`src/twm_defs.vh`:
```
// Constants shared by the two-wire bus master files
`ifndef TWM_DEFS_VH
`define TWM_DEFS_VH

// Serial byte framing
`define TWM_LAST_DATA_BIT 4'h7
`define TWM_ACK_SLOT 4'h8

// Bit positions in the interrupt enable vector
`define TWM_EN_DONE 0
`define TWM_EN_RXF 1
`define TWM_EN_TXE 2
`define TWM_EN_NO_ACKNOWLEDGE_FLAG 3

// Status flag reset values
`define TWM_DONE_RST 1'b1
`define TWM_TXE_RST 1'b1
`define TWM_RXF_RST 1'b0
`define TWM_NO_ACKNOWLEDGE_FLAG_RST 1'b0

// Fixed cycles added to every divided half period of the serial clock
`define TWM_DIV_BASE 16'h0004

// Byte kinds carried by the shifter
`define TWM_B_ADDR 2'h0
`define TWM_B_INTERNAL_ADDRESS_BYTES 2'h1
`define TWM_B_TX 2'h2
`define TWM_B_RX 2'h3

`endif

```
`src/twm_clkgen.v`:
```
// Half-period timer for the serial clock line
`timescale 1ns/1ps
`default_nettype none
`include "twm_defs.vh"

module twm_clkgen #(
	parameter WIDTH = 16
) (
	input wire ref_clk,
	input wire nrst,
	input wire run,
	input wire sel_low,
	input wire hold,
	input wire [2:0] clock_divider_exponent,
	input wire [7:0] clock_high_divider,
	input wire [7:0] clock_low_divider,
	output reg tick
);

	reg [WIDTH-1:0] count_q;
	wire [7:0] div_sel;
	wire [WIDTH-1:0] target;

	assign div_sel = sel_low ? clock_low_divider : clock_high_divider;
	// Half period = divider * 2^exponent + fixed base + 1 cycles, so a zero divider still leaves
	// room for the two-stage input synchronisers to settle before sampling
	assign target = ({{(WIDTH-8){1'b0}}, div_sel} << clock_divider_exponent) + `TWM_DIV_BASE;

	always @(posedge ref_clk or negedge nrst) begin
		if (!nrst) begin
			count_q <= {WIDTH{1'b0}};
			tick <= 1'b0;
		end else if (!run) begin
			count_q <= {WIDTH{1'b0}};
			tick <= 1'b0;
		end else if (hold) begin
			tick <= 1'b0;
		end else if (count_q >= target) begin
			count_q <= {WIDTH{1'b0}};
			tick <= 1'b1;
		end else begin
			count_q <= count_q + {{(WIDTH-1){1'b0}}, 1'b1};
			tick <= 1'b0;
		end
	end

endmodule
`default_nettype wire

```
`src/twm_master.v`:
```
// Two-wire serial bus master: framing, addressing, byte engine and status flags
`timescale 1ns/1ps
`default_nettype none
`include "twm_defs.vh"

module twm_master (
	input wire ref_clk,
	input wire nrst,
	input wire serial_clock_line_i,
	output reg serial_clock_line_o,
	output reg serial_clock_line_oe_n,
	input wire serial_data_line_i,
	output reg serial_data_line_o,
	output reg serial_data_line_oe_n,
	input wire master_mode_enable,
	input wire slave_mode_disable,
	input wire read_direction_select,
	input wire [6:0] device_address_field,
	input wire [1:0] internal_address_size,
	input wire [23:0] internal_address_bytes,
	input wire [2:0] clock_divider_exponent,
	input wire [7:0] clock_high_divider,
	input wire [7:0] clock_low_divider,
	input wire start_cmd,
	input wire stop_cmd,
	input wire [7:0] transmit_holding_reg,
	input wire transmit_holding_write,
	output reg [7:0] receive_holding_reg,
	input wire receive_holding_read,
	input wire status_read,
	input wire [3:0] interrupt_enable_reg,
	output reg transmit_holding_empty,
	output reg receive_holding_full,
	output reg transfer_done_flag,
	output reg no_acknowledge_flag,
	output reg irq
);

	localparam [4:0] ST_IDLE = 5'h01;
	localparam [4:0] ST_START = 5'h02;
	localparam [4:0] ST_BYTE = 5'h04;
	localparam [4:0] ST_STOP = 5'h08;
	localparam [4:0] ST_UNUSED = 5'h10;

	reg [4:0] state_q;
	reg [1:0] phase_q;
	reg [3:0] bit_cnt_q;
	reg [7:0] shift_q;
	reg [1:0] btype_q;
	reg [1:0] internal_address_bytes_left_q;
	reg rd_q;
	reg last_q;
	reg [7:0] hold_q;
	reg pend_q;
	reg stop_pend_q;
	reg scl_m_q;
	reg scl_s_q;
	reg sda_m_q;
	reg sda_s_q;

	wire tick;
	wire enabled;
	wire ack_ok;
	wire hold_clk;
	wire [7:0] internal_address_bytes_byte;
	wire [7:0] addr_w;
	wire [7:0] addr_r;
	wire [7:0] sh_in;
	wire [3:0] flag_vec;
	wire [3:0] irq_terms;

	// Two-flop synchronisers for the bus lines
	always @(posedge ref_clk or negedge nrst) begin
		if (!nrst) begin
			scl_m_q <= 1'b1;
			scl_s_q <= 1'b1;
			sda_m_q <= 1'b1;
			sda_s_q <= 1'b1;
		end else begin
			scl_m_q <= serial_clock_line_i;
			scl_s_q <= scl_m_q;
			sda_m_q <= serial_data_line_i;
			sda_s_q <= sda_m_q;
		end
	end

	assign enabled = master_mode_enable & slave_mode_disable;
	assign ack_ok = ~sda_s_q;
	assign addr_w = {device_address_field, 1'b0};
	assign addr_r = {device_address_field, 1'b1};
	assign sh_in = {shift_q[6:0], sda_s_q};
	// A slave holding the clock low stretches the high half
	assign hold_clk = serial_clock_line_oe_n & ~scl_s_q;
	// Highest byte goes first; the count of bytes left picks the lane
	assign internal_address_bytes_byte = (internal_address_bytes_left_q == 2'h3) ? internal_address_bytes[23:16] :
		(internal_address_bytes_left_q == 2'h2) ? internal_address_bytes[15:8] :
		internal_address_bytes[7:0];

	assign flag_vec[`TWM_EN_DONE] = transfer_done_flag;
	assign flag_vec[`TWM_EN_RXF] = receive_holding_full;
	assign flag_vec[`TWM_EN_TXE] = transmit_holding_empty;
	assign flag_vec[`TWM_EN_NO_ACKNOWLEDGE_FLAG] = no_acknowledge_flag;

	// One mask gate per flag; a disabled flag never reaches the request line
	genvar gi;
	generate
		for (gi = 0; gi < 4; gi = gi + 1) begin : g_irq_mask
			assign irq_terms[gi] = flag_vec[gi] & interrupt_enable_reg[gi];
		end
	endgenerate

	twm_clkgen #(
		.WIDTH(16)
	) u_clkgen (
		.ref_clk(ref_clk),
		.nrst(nrst),
		.run(state_q != ST_IDLE),
		.sel_low(~serial_clock_line_oe_n),
		.hold(hold_clk),
		.clock_divider_exponent(clock_divider_exponent),
		.clock_high_divider(clock_high_divider),
		.clock_low_divider(clock_low_divider),
		.tick(tick)
	);

	always @(posedge ref_clk or negedge nrst) begin
		if (!nrst) begin
			state_q <= ST_IDLE;
			phase_q <= 2'h0;
			bit_cnt_q <= 4'h0;
			shift_q <= 8'h00;
			btype_q <= `TWM_B_ADDR;
			internal_address_bytes_left_q <= 2'h0;
			rd_q <= 1'b0;
			last_q <= 1'b0;
			hold_q <= 8'h00;
			pend_q <= 1'b0;
			stop_pend_q <= 1'b0;
			serial_clock_line_o <= 1'b0;
			serial_clock_line_oe_n <= 1'b1;
			serial_data_line_o <= 1'b0;
			serial_data_line_oe_n <= 1'b1;
			receive_holding_reg <= 8'h00;
			transmit_holding_empty <= `TWM_TXE_RST;
			receive_holding_full <= `TWM_RXF_RST;
			transfer_done_flag <= `TWM_DONE_RST;
			no_acknowledge_flag <= `TWM_NO_ACKNOWLEDGE_FLAG_RST;
			irq <= 1'b0;
		end else begin
			// Lines only ever pull low: the output value stays zero
			serial_clock_line_o <= 1'b0;
			serial_data_line_o <= 1'b0;
			// Clears come first so a same-cycle set below wins
			if (receive_holding_read) begin
				receive_holding_full <= 1'b0;
			end
			if (status_read) begin
				no_acknowledge_flag <= 1'b0;
			end
			case (state_q)
			ST_IDLE: begin
				serial_clock_line_oe_n <= 1'b1;
				serial_data_line_oe_n <= 1'b1;
				phase_q <= 2'h1;
				bit_cnt_q <= 4'h0;
				internal_address_bytes_left_q <= internal_address_size;
				rd_q <= read_direction_select;
				btype_q <= `TWM_B_ADDR;
				if (enabled && ((read_direction_select && start_cmd) ||
					(!read_direction_select && pend_q))) begin
					state_q <= ST_START;
					transfer_done_flag <= 1'b0;
					// Reads with an internal address open with a write phase
					if (read_direction_select && internal_address_size == 2'h0) begin
						shift_q <= addr_r;
					end else begin
						shift_q <= addr_w;
					end
				end
			end
			ST_START: begin
				if (tick) begin
					case (phase_q)
					2'h0: begin
						// Repeated start: release clock with data still released
						serial_clock_line_oe_n <= 1'b1;
						phase_q <= 2'h1;
					end
					2'h1: begin
						serial_data_line_oe_n <= 1'b0;
						phase_q <= 2'h2;
					end
					default: begin
						serial_clock_line_oe_n <= 1'b0;
						serial_data_line_oe_n <= shift_q[7];
						bit_cnt_q <= 4'h0;
						phase_q <= 2'h0;
						state_q <= ST_BYTE;
					end
					endcase
				end
			end
			ST_BYTE: begin
				if (tick && phase_q == 2'h0) begin
					serial_clock_line_oe_n <= 1'b1;
					phase_q <= 2'h1;
				end else if (tick) begin
					phase_q <= 2'h0;
					serial_clock_line_oe_n <= 1'b0;
					if (bit_cnt_q != `TWM_ACK_SLOT) begin
						shift_q <= sh_in;
						bit_cnt_q <= bit_cnt_q + 4'h1;
						if (bit_cnt_q == `TWM_LAST_DATA_BIT) begin
							if (btype_q == `TWM_B_RX) begin
								receive_holding_reg <= sh_in;
								receive_holding_full <= 1'b1;
								// Acknowledge unless stop was requested
								serial_data_line_oe_n <= stop_pend_q;
								last_q <= stop_pend_q;
							end else begin
								serial_data_line_oe_n <= 1'b1;
							end
						end else if (btype_q == `TWM_B_RX) begin
							serial_data_line_oe_n <= 1'b1;
						end else begin
							serial_data_line_oe_n <= shift_q[6];
						end
					end else begin
						bit_cnt_q <= 4'h0;
						if (btype_q == `TWM_B_RX) begin
							if (last_q) begin
								state_q <= ST_STOP;
								serial_data_line_oe_n <= 1'b0;
							end else begin
								serial_data_line_oe_n <= 1'b1;
							end
						end else if (!ack_ok) begin
							no_acknowledge_flag <= 1'b1;
							// Drop a refused byte, or idle would restart the write
							// on its own and keep hammering a silent slave
							pend_q <= 1'b0;
							transmit_holding_empty <= 1'b1;
							state_q <= ST_STOP;
							serial_data_line_oe_n <= 1'b0;
						end else if (btype_q != `TWM_B_TX && internal_address_bytes_left_q != 2'h0) begin
							shift_q <= internal_address_bytes_byte;
							serial_data_line_oe_n <= internal_address_bytes_byte[7];
							internal_address_bytes_left_q <= internal_address_bytes_left_q - 2'h1;
							btype_q <= `TWM_B_INTERNAL_ADDRESS_BYTES;
						end else if (rd_q && btype_q == `TWM_B_ADDR) begin
							btype_q <= `TWM_B_RX;
							serial_data_line_oe_n <= 1'b1;
						end else if (rd_q) begin
							// Internal address done: turn the bus round
							state_q <= ST_START;
							phase_q <= 2'h0;
							shift_q <= addr_r;
							btype_q <= `TWM_B_ADDR;
							serial_data_line_oe_n <= 1'b1;
						end else if (pend_q && !stop_pend_q) begin
							shift_q <= hold_q;
							serial_data_line_oe_n <= hold_q[7];
							pend_q <= 1'b0;
							transmit_holding_empty <= 1'b1;
							btype_q <= `TWM_B_TX;
						end else begin
							state_q <= ST_STOP;
							serial_data_line_oe_n <= 1'b0;
						end
					end
				end
			end
			ST_STOP: begin
				if (tick) begin
					case (phase_q)
					2'h0: begin
						serial_clock_line_oe_n <= 1'b1;
						phase_q <= 2'h1;
					end
					2'h1: begin
						serial_data_line_oe_n <= 1'b1;
						phase_q <= 2'h2;
					end
					default: begin
						// Bus free time ends here
						state_q <= ST_IDLE;
						stop_pend_q <= 1'b0;
						transfer_done_flag <= 1'b1;
					end
					endcase
				end
			end
			default: begin
				state_q <= ST_IDLE;
			end
			endcase
			// Port-side sets last, so they beat a same-cycle consume
			if (transmit_holding_write) begin
				hold_q <= transmit_holding_reg;
				pend_q <= 1'b1;
				transmit_holding_empty <= 1'b0;
			end
			if (stop_cmd) begin
				stop_pend_q <= 1'b1;
			end
			// Registered so the request line is glitch free, one cycle behind the flags
			irq <= |irq_terms;
		end
	end

endmodule
`default_nettype wire

```
`config.mk`:
```
export PLATFORM = sky130hd
export DESIGN_NAME = twm_master
export DESIGN_NICKNAME = d
export VERILOG_FILES = /design/src/twm_clkgen.v /design/src/twm_master.v
export VERILOG_INCLUDE_DIRS = /design/src
export SDC_FILE = /design/constraint.sdc
export NUM_CORES = 1
export LEC_CHECK = 0
export ABC_AREA = 1
export ABC_CLOCK_PERIOD_IN_PS = 6300
export BUFFER_PORTS_ARGS = -buffer_cell sky130_fd_sc_hd__buf_2
export CELL_PAD_IN_SITES_DETAIL_PLACEMENT = 2
export CELL_PAD_IN_SITES_GLOBAL_PLACEMENT = 2
export CORE_MARGIN = 5
export CORE_UTILIZATION = 34
export CTS_CLUSTER_DIAMETER = 60
export CTS_CLUSTER_SIZE = 40
export DETAILED_ROUTE_END_ITERATION = 10
export GPL_TIMING_DRIVEN = 1
export MAX_ROUTING_LAYER = met4
export PLACE_DENSITY_LB_ADDON = 0.05
export SETUP_SLACK_MARGIN = 0.05
export SYNTH_ARGS = -nofsm -noshare
export SYNTH_HDL_FRONTEND = slang
export SYNTH_HIERARCHICAL = 1
export SYNTH_SLANG_ARGS = --single-unit
```
`constraint.sdc`:
```
create_clock -name ref_clk -period 6.3 [get_ports ref_clk]
set_clock_uncertainty 0.1 [all_clocks]
set_input_delay 0 -clock ref_clk [delete_from_list [all_inputs] [get_ports ref_clk]]
set_output_delay 0 -clock ref_clk [all_outputs]
set_load 0.05 [all_outputs]
```
**Yosys cells after proc, flatten, opt, wreduce, memory -nomap -nowiden**

Index checks and enable logic that the tools add are counted.

- Bits in registers: 71
- Input port bits: 76
- Output and inout bits: 17
- Logic and storage cells: 259

- Add/subtract/negate cells: 4
- $lt $le $gt $ge: 1
- Equality and inequality tests: 46
- Shifts and indexed selects: 1
- Multiplexer cells: 136
- Bitwise gates (word level): 8
- Reduce and logical (&&, ||, !) cells: 38

Operators by type and width:

| cell | count |
|---|---|
| $mux 8 | 13 |
| $mux 5 | 15 |
| $mux 1 | 68 |
| $mux 16 | 3 |
| $mux 2 | 19 |
| $ne 2x2->1 const B | 17 |
| $reduce_and 7->1 | 3 |
| $mux 4 | 5 |
| $pmux 5 s4 | 1 |
| $ne 3x3->1 const B | 6 |
| $add 16x1->16 const B | 1 |
| $add 16x3->16 const B | 1 |
| $ge 16x16->1 | 1 |
| $ne 4x4->1 const B | 4 |
| $pmux 2 s2 | 4 |
| $pmux 8 s2 | 1 |
| $shl 8x3->16 | 1 |
| $ne 5x5->1 const B | 3 |
| $reduce_bool 2->1 | 7 |
| $pmux 4 s3 | 1 |
| $reduce_and 12->1 | 1 |
| $reduce_and 6->1 | 2 |
| $reduce_and 5->1 | 2 |
| $reduce_and 9->1 | 1 |
| 28 further kinds | 54 |

**Logic depth before layout (Yosys ltp)**

Gate-level depths: netlist (run 1).

- Depth after elaboration: 13
- Depth in mapped cells: 25
- Gate-level depth less buffers: 24

**By module**

Netlist (run 1), hierarchy kept.

By module, submodules not included:

| module | instances | cells each | area an instance (µm²) | seq. area each (µm²) |
|---|---|---|---|---|
| twm_master | 1 | 465 | 3231.8 | 1337.5 |
| twm_clkgen | 1 | 319 | 2079.5 | 425.4 |

**Worst setup path after synthesis (run 1)**

Ideal clock, no wire load.

- Path kind: flip-flop to flip-flop
- Start: register serial_clock_line_oe_n
- End: register u_clkgen.count_q[11]
- Setup time: 65 ps
- Data arrival time: 3163 ps
- Required time: 6135 ps
- Path slack: 2972 ps
- Cell stages (with the launch flop): 24
- Buffers on the path: 1
- Period minus slack after synthesis: 3328 ps
- Cell sequence: dfstp_2 > inv_1 > buf_6 > inv_8 > nand2_2 > nand2_2 > nand3_1 > nand2_1 > inv_2 > nor2_1 > ha_1 > nand3_1 > nor2_2 > nand3_1 > nand2_1 > inv_1 > ha_1 > nand3_1 > inv_1 > a21oi_1 > nand3_2 > nor2_4 > nand3_1 > nand2_1

- Longest elaborated chain between the ends: 7
- Elaborated cells on any way between the ends: 9
- Classes of those cells: add/sub: 1; order compare: 1; eq/ne: 1; shift: 1; mux: 4; bitwise: 1

Ends and longest elaborated chain:

| what | line | RTL |
|---|---|---|
| from (decl) | twm_master.v:11 | `output reg serial_clock_line_oe_n,` |
| from (signal assigned) | twm_master.v:140 | `serial_clock_line_oe_n <= 1'b1;` |
| from (signal assigned) | twm_master.v:162 | `serial_clock_line_oe_n <= 1'b1;` |
| from (signal assigned) | twm_master.v:186 | `serial_clock_line_oe_n <= 1'b1;` |
| $mux 8 | twm_clkgen.v:24 | `assign div_sel = sel_low ? clock_low_divider : clock_high_divider;` |
| $shl 8x3->16 | twm_clkgen.v:27 | `` assign target = ({{(WIDTH-8){1'b0}}, div_sel} << clock_divider_exponent) + `TWM_DIV_BASE; `` |
| $add 16x3->16 (no source line) | -- |  |
| $ge 16x16->1 | twm_clkgen.v:38 | `end else if (count_q >= target) begin` |
| $mux 16 | twm_clkgen.v:38 |  |
| $mux 16 | twm_clkgen.v:36 | `end else if (hold) begin` |
| $mux 16 | twm_clkgen.v:33 | `end else if (!run) begin` |
| to (signal assigned) | twm_clkgen.v:34 | `count_q <= {WIDTH{1'b0}};` |
| to (signal assigned) | twm_clkgen.v:39 | `count_q <= {WIDTH{1'b0}};` |
| to (signal assigned) | twm_clkgen.v:42 | `count_q <= count_q + {{(WIDTH-1){1'b0}}, 1'b1};` |
| to (decl) | twm_clkgen.v:20 | `reg [WIDTH-1:0] count_q;` |

Parallel ways exist; a longest one is shown, timed or not. The select of a mux whose other input is x is not followed.
A chain may end at the register's enable or synchronous reset.

**Worst setup path after layout (run 1)**

- Start: register serial_clock_line_oe_n
- End: register u_clkgen.count_q[6]

The elaborated chain is that of the path after synthesis.

==> results of run 1 <==
power by group through the flow:
stage                     clock, mW  combinational [mW]  sequential, mW
after detailed placement          0                1.09           0.638
after floorplan                   0               0.755           0.634
after CTS                     0.589                1.12           0.631
after global routing          0.613                1.26           0.645
after global placement            0                1.03           0.630
final                         0.574                1.11           0.631
cells in the final DEF (no fill, tap or decap), types with 6 or more instances in the layout:
master | synthesis | layout
a21oi_1 | 16 | 16
nor2_1 | 55 | 55
dlygate4sd3_1 | 0 | 30
nand3_1 | 66 | 66
dfrtp_1 | 61 | 61
o22ai_1 | 6 | 6
clkbuf_16 | 0 | 9
nand2_1 | 269 | 269
nand3_2 | 16 | 16
xor2_1 | 7 | 7
inv_1 | 84 | 84
nand4_1 | 7 | 7
nand2_2 | 22 | 22
o21ai_0 | 62 | 62
buf_2 | 5 | 90
nor2_2 | 9 | 9
o21ai_1 | 7 | 7
ha_1 | 23 | 23
dfstp_2 | 9 | 9
cell type report:
type                    count  area share [%]
clock buffers               9            3.45
clock inverters             7            1.57
inverters                  92            5.46
multi-input cells         603            46.9
flip-flops and latches     70            27.0
well taps                 211            4.04
repair buffers            121            11.6
per-stage QoR:
stage / power [mW] / setup slack (ps)
2_1_floorplan: 1.39 / 2970
3_3_place_gp: 1.66 / 2770
3_5_place_dp: 1.73 / 2410
4_1_cts: 2.34 / 2390
5_1_grt: 2.51 / 2040
6_report: 2.31 / 2440
worst max-delay path: stages, from the launching register on:
cell and delay, ps:
dfstp_2 540, inv_1 220, inv_8 160, nand2_2 70, nand2_2 70, nand3_1 90, nand2_1 120, inv_2 50
nor2_1 160, ha_1 270, nand3_1 110, nor2_2 190, nand2_1 80, nand2_1 60, nand2_1 60, ha_1 210
a21oi_1 200, o21ai_0 130, a21oi_1 180, nand3_2 230, nor2_4 290, nand3_1 120, nand2_1 80
logic make-up after synthesis:
family | share of synthesized area [%]
AOI/OAI and AO/OA | 10.7
xor gates and xnor gates | 1.48
adders and majority gates | 5.42
buffers and inverters | 9.16
DFF | 33.2
other | 0.141
and+or+nand+nor | 39.9
worst paths after layout:
| path | slack, ps | end | cells after the start |
|---|---|---|---|
| setup / recovery | 2440 | u_clkgen/count_q[6] | 22 |
| hold / removal | 7 | shift_q[1] | 7 |
| setup reg to reg | 2440 | u_clkgen/count_q[6] | 22 |
| hold reg to reg | 270 | sda_s_q | 0 |
| max in group asynchronous | 5160 | receive_holding_reg[6] | 3 |
| min in group asynchronous | 310 | u_clkgen/count_q[15] | 3 |
routing by layer:
layer  share of wire (%)  up-vias  routed length, µm  GRT usage (%)
met4                 1.3        0                254           4.65
met3                 4.3       21                856           4.02
met1                  46     2758               9070           29.9
li1                    -     2728                  -              -
met5                   0        -                  0              -
met2                  49      123               9750           39.0
timing repair:
item                       CTS  global route
setup endpoints to repair    0             0
resized for setup            0             0
hold endpoints to repair    82             0
hold buffers                30             0
==> results.md, run 1 <==
* Worst-margin pin slew at 948 ps
* # clock sinks at 70
* Dominant synthesized flop cell: dfrtp_1
* Number of global-route vias before repair at 6275
* Post-synth cell types at 40
* VDD IR max at 0.176 mV
* Post-synth ARST share at 100%
* Num ports at 93
* RSZ-0062 raised after global routing: false
* Gr ovfl total at 0
* WS Path Type: flip-flop to flip-flop
* Status: finished, final reports clean
* Fmax at 259 MHz
* Pin count of the biggest net entering global routing at 71
* Die area at 18200 µm²
* Share of cells above drive strength 1 at 20.6%
* Initial Util at 34.8%
* Hold path start: device_address_field[0]
* Min Tclk post-route at 3860 ps
* Ant diodes at 0
* IO buf count at 90
* Post-DP Area at 5910 µm²
* Post-CTS setup buffer count at 0
* Root Buffer: clkbuf_16
* Via Count at 5630
* DR pass1 iterations at 4
* Via/cell ratio at 5.06
* Std-Cell Rows at 45
* Clock power share at 24.8%
* Tcrit/Tclk final at 61.2%
* Post-synthesis cell count at 784
* Pwr dens at 354 nW/µm²
* Area fraction of the dominant cell type after synthesis at 28.7%
* Worst r2r src: serial_clock_line_oe_n
* Share of total power in sequential cells at 27.3%
* Synthesized area at 5310 µm²
* Slew headroom at 36.8%
* Fin area at 6540 µm²
* CP Launch Point: serial_clock_line_oe_n
* All-Layer GR Usage at 23.3%
* Sw frac at 47.6%
* Max Buffers Root-to-Sink at 2
* TNS Setup at 0 ps
* Clock transition at path regs at 60 ps
* Post-synthesis average cell area at 6.77 µm²
* CTS tree: done
* Largest Register: u_clkgen/count_q
* Sequential standard cell area at 1760 µm²
* Die Y at 135 µm
* Drt wl/cell at 17.9 µm
* Final Hold Fails at 0
* Core ar. at 15300 µm²
* CP endpoint kind: flip-flop
* Sw power at 1.10 mW
* Worst EP arrival at 4040 ps
* Chip Width at 135 µm
* Synth top area cells: dfrtp_1 29%, nand2_1 19%, nand3_1 6.2%
* Largest register FFs at 16
* Sequential area share after synthesis at 33.2%
* Worst path required time at 6480 ps
* Global-route wire length before repair at 33000 µm
* Synthesized flop and latch total at 70
* Post-synth EDFFs at 0
* Slew Limit Fails at 0
* Placed cells at 1067
* # DRC at 0
* Final setup viols at 0
* Drt total wl at 19900 µm
* Final core utilization at 42.8%
* Fillers at 1799
* GPL Wtd Cong at 0.884
* Fin nets at 996
* Max Cap Viol at 0
* Setup crit start kind: flip-flop
* DR iter-0 viols at 189
* Hold Crit Class: input pin to flip-flop
* Initial antenna violation count at 0
* Logic pwr share at 47.9%
* Clk Latency, worst-skew pair at 340 ps
* Crit path max fanout at 10
* CTS buffer count at 9
* Post-synth top area cell: dfrtp_1
* H-tree Lvls at 3
* Most common cell in the netlist: nand2_1
* Synth Warn # at 6
* P_int at 1.21 mW
* Post-synth top cells: 269 x nand2_1, 84 x inv_1, 66 x nand3_1
* Final hold slack at 6.97 ps
* Layout area overhead at 23.0%
* Post-DRT Antenna Nets at 0
* Multi-input combinational cell area at 3070 µm²
* Final std cells w/o fill at 1113
* Hpwl dp at 15500 µm
* Lkg Pwr at 3.40 nW
Power figures use the tool's default switching activity.
==> inputs of run 2 (changes only) <==
--- a/config.mk
+++ b/config.mk
@@ -7,12 +7,12 @@
 export NUM_CORES = 1
 export LEC_CHECK = 0
 export ABC_AREA = 1
-export ABC_CLOCK_PERIOD_IN_PS = 6300
+export ABC_CLOCK_PERIOD_IN_PS = 3130
 export BUFFER_PORTS_ARGS = -buffer_cell sky130_fd_sc_hd__buf_2
 export CELL_PAD_IN_SITES_DETAIL_PLACEMENT = 2
 export CELL_PAD_IN_SITES_GLOBAL_PLACEMENT = 2
 export CORE_MARGIN = 5
-export CORE_UTILIZATION = 34
+export CORE_UTILIZATION = 28
 export CTS_CLUSTER_DIAMETER = 60
 export CTS_CLUSTER_SIZE = 40
 export DETAILED_ROUTE_END_ITERATION = 10
==> constraint.sdc (replaced) <==
create_clock -name ref_clk -period 3.13 [get_ports ref_clk]
set_clock_uncertainty 0.1 [all_clocks]
set_input_delay 0 -clock ref_clk [delete_from_list [all_inputs] [get_ports ref_clk]]
set_output_delay 0 -clock ref_clk [all_outputs]
set_load 0.05 [all_outputs]
==> run 2 against run 1 <==
  * Sequential power increased by 100%
  * Core utilization decreased by 5.5 points
  * Design area increased by 6.9%
  * Cell count increased by 4.3%
  * Non-clock buffer count increased by 24
  * First-iteration DRC count decreased by 33%
  * Sequential share of layout area decreased by 1.7 points
  * Fmax increased by 25%
  * Global-route usage decreased by 4.1 points
  * Combinational power increased by 120%
  * Worst hold slack got worse by 7.0 ps
  * Via count decreased by 0.37%
==> results.md, run 2 (synthesized netlist as in run 1, its figures left out) <==
* Most frequent cells in the layout: 261 x nand2_1, 89 x buf_2, 82 x inv_1
* Hpwl dp at 15400 µm (-0.39%)
* Ant diodes at 0 (unchanged)
* Slew Limit Fails at 0 (unchanged)
* Number of cells on the critical path at 21 (-4.5%)
* Crit path max fanout at 6 (-4)
* Post-DRT Antenna Nets at 0 (unchanged)
* Max incr delay on CP at 580 ps (+40 ps)
* Largest Register: u_clkgen/count_q
* CP endpoint kind: flip-flop
* Largest register FFs at 16 (unchanged)
* Pwr dens at 688 nW/µm² (+94%)
* Grt peak-use layer: met2
* Die area at 21800 µm² (+20%)
* Hold Crit Class: input pin to flip-flop
* Final Hold Fails at 0 (unchanged)
* RSZ-0062 raised after global routing: true
* Crit-path most repeated cell: nand2_2
* Core ar. at 18700 µm² (+23%)
* Tcrit/Tclk final at 98.7% (+37 points)
* Drt wl/cell at 17.2 µm (-3.9%)
* GPL Wtd Cong at 0.802 (-9.3%)
* WS Path Type: flip-flop to flip-flop
* Commonest non-fill, non-tap cell in the layout: nand2_1
* Slowest-stage cell, CP: dfstp_2
* Setup crit start kind: flip-flop
* Std-Cell Rows at 50 (+11%)
* Drt total wl at 20000 µm (+0.30%)
* Max Buffers Root-to-Sink at 2 (unchanged)
* Fin nets at 1021 (+2.5%)
* Initial Util at 28.4% (-6.4 points)
* VDD IR max at 0.307 mV (+75%)
* Max Cap Viol at 0 (unchanged)
* Final setup viols at 0 (unchanged)
* Worst-margin pin slew at 991 ps (+43.2 ps)
* Fmax at 324 MHz (+25%)
* CTS buffer count at 9 (unchanged)
* Chip Width at 148 µm (+9.4%)
* Critical path, cell by cell: inv_6, buf_6, nand2_2, nand3_2, nand3_2, nand3_2, nand2_2, clkinv_2, nand2_2, nor2_4, xor2_2, ha_1, nand2_1, nor2_1, nor3_1, nand2_1, nand2_2, nand3_4, nor2_4, nand2_1, o21ai_1
* Worst path required time at 3300 ps (-3180 ps)
* Root Buffer: clkbuf_16
* Clock transition at path regs at 60 ps (about the same)
* Multi-input combinational cell area at 3260 µm² (+6.4%)
* Clk Latency, worst-skew pair at 350 ps (about the same)
* Slew headroom at 33.9% (-2.9 points)
* CP bufs+invs at 3 (unchanged)
* Global-route wire length before repair at 32700 µm (-0.86%)
* Die Y at 148 µm (+9.4%)
* DR pass1 iterations at 5 (+1)
* Initial antenna violation count at 0 (unchanged)
* Met3 usage at 2.02% (-2.0 points)
* Met2 Usage GRT at 37.0% (-2.0 points)
* Via Count at 5609 (-0.37%)
* CTS tree: done
* Min Tclk post-route at 3090 ps (-771 ps)
* TNS Setup at 0 ps (unchanged)
* Final hold slack at 0.0107 ps (-6.96 ps)
* IO buf count at 90 (unchanged)
* Layout area overhead at 31.5%
* Hold Crit Depth at 7 (unchanged)
* Worst path top cell family by delay: simple AND/OR/NAND/NOR gates
* Reg2Reg Depth at 21 (-4.5%)
* # clock sinks at 70 (unchanged)
* Gr ovfl total at 0 (unchanged)
* # DRC at 0 (unchanged)
* Final core utilization at 37.3% (-5.5 points)
* Status: finished, final reports clean
* DR iter-0 viols at 127 (-33%)
* Number of global-route vias before repair at 6333 (+0.92%)
* Num ports at 93 (unchanged)
* Lkg Pwr at 3.56 nW (+4.8%)
* Pin count of the biggest net entering global routing at 71 (unchanged)
* Share of cells above drive strength 1 at 25.1% (+4.5 points)
* GR Util met1 at 20.9% (-9.0 points)
* Power Total at 4.80 mW (+110%)
* All-Layer GR Usage at 19.2% (-4.1 points)
* Sequential standard cell area at 1760 µm² (unchanged)
* Worst EP arrival at 3260 ps (-780 ps)
* Via/cell ratio at 4.83 (-4.5%)
* Fillers at 2291 (+27%)
* H-tree Lvls at 3 (unchanged)
-- run 2: changes by cell type in the layout (fill, tap and decap cells not counted), moves of 3 or more --
cell,delta
o21ai_1,+4
o21ai_0,-4
nand2_4,+4
nor2_4,+3
nand3_1,-13
buf_4,+14
nand2_2,+4
nand2_1,-8
dlygate4sd3_1,+9
nand3_2,+11
-- run 2: worst paths after layout --
path,startpoint,endpoint,slack [ps]
max,serial_clock_line_oe_n,u_clkgen/count_q[9],40
min,device_address_field[1],shift_q[2],0.01
max reg2reg,serial_clock_line_oe_n,u_clkgen/count_q[9],40
min reg2reg,sda_m_q,sda_s_q,260
max in group asynchronous,nrst,stop_pend_q,2030
min in group asynchronous,nrst,hold_q[3],260
-- run 2: routing by layer --
metal | wire length [µm] | vias up
met5 | 0 | -
met2 | 11000 | 45
met3 | 253 | 16
met1 | 8440 | 2768
met4 | 265 | 0
li1 | - | 2780
-- run 2: through the flow --
step	cells	worst slack, ps	area, µm²
final	1161	42.2	6990
after floorplan	785	-101	5370
after global placement	1098	10.7	6070
after global routing	1161	-182	6990
after detailed placement	1098	-152	6070
after CTS	1158	22.5	6930
-- run 2: area by class of cell --
type                       instances  share of cell area (%)
clock buffer                       9                    3.22
tap                              234                    4.19
inverter                          92                    5.25
sequential                        70                    25.2
multi-input combinational        604                    46.7
clock inverter                     7                    1.36
timing repair buffer             145                    14.0
-- run 2: tightest hold or removal path: stages --
cell     delay (ps)
buf_2            90
nand2_1          50
o21ai_0          70
inv_1            40
nand2_1          70
nand2_1          50
nand2_1          50
-- run 2: where the power goes --
part	switching, mW	internal (mW)	leakage [nW]
Combinational	1.65	0.748	2.51
Clock	0.439	0.701	0.156
Sequential	0.171	1.10	0.894
Total	2.26	2.55	3.56
-- run 2: timing repair --
| item | CTS | global route |
|---|---|---|
| hold buffers | 39 | 0 |
| hold endpoints to repair | 85 | 0 |
| setup buffers | 4 | 3 |
| setup endpoints to repair | 17 | 17 |
| pin swaps | 13 | 7 |
| cloned | 1 | 0 |
| gates resized for setup | 27 | 8 |
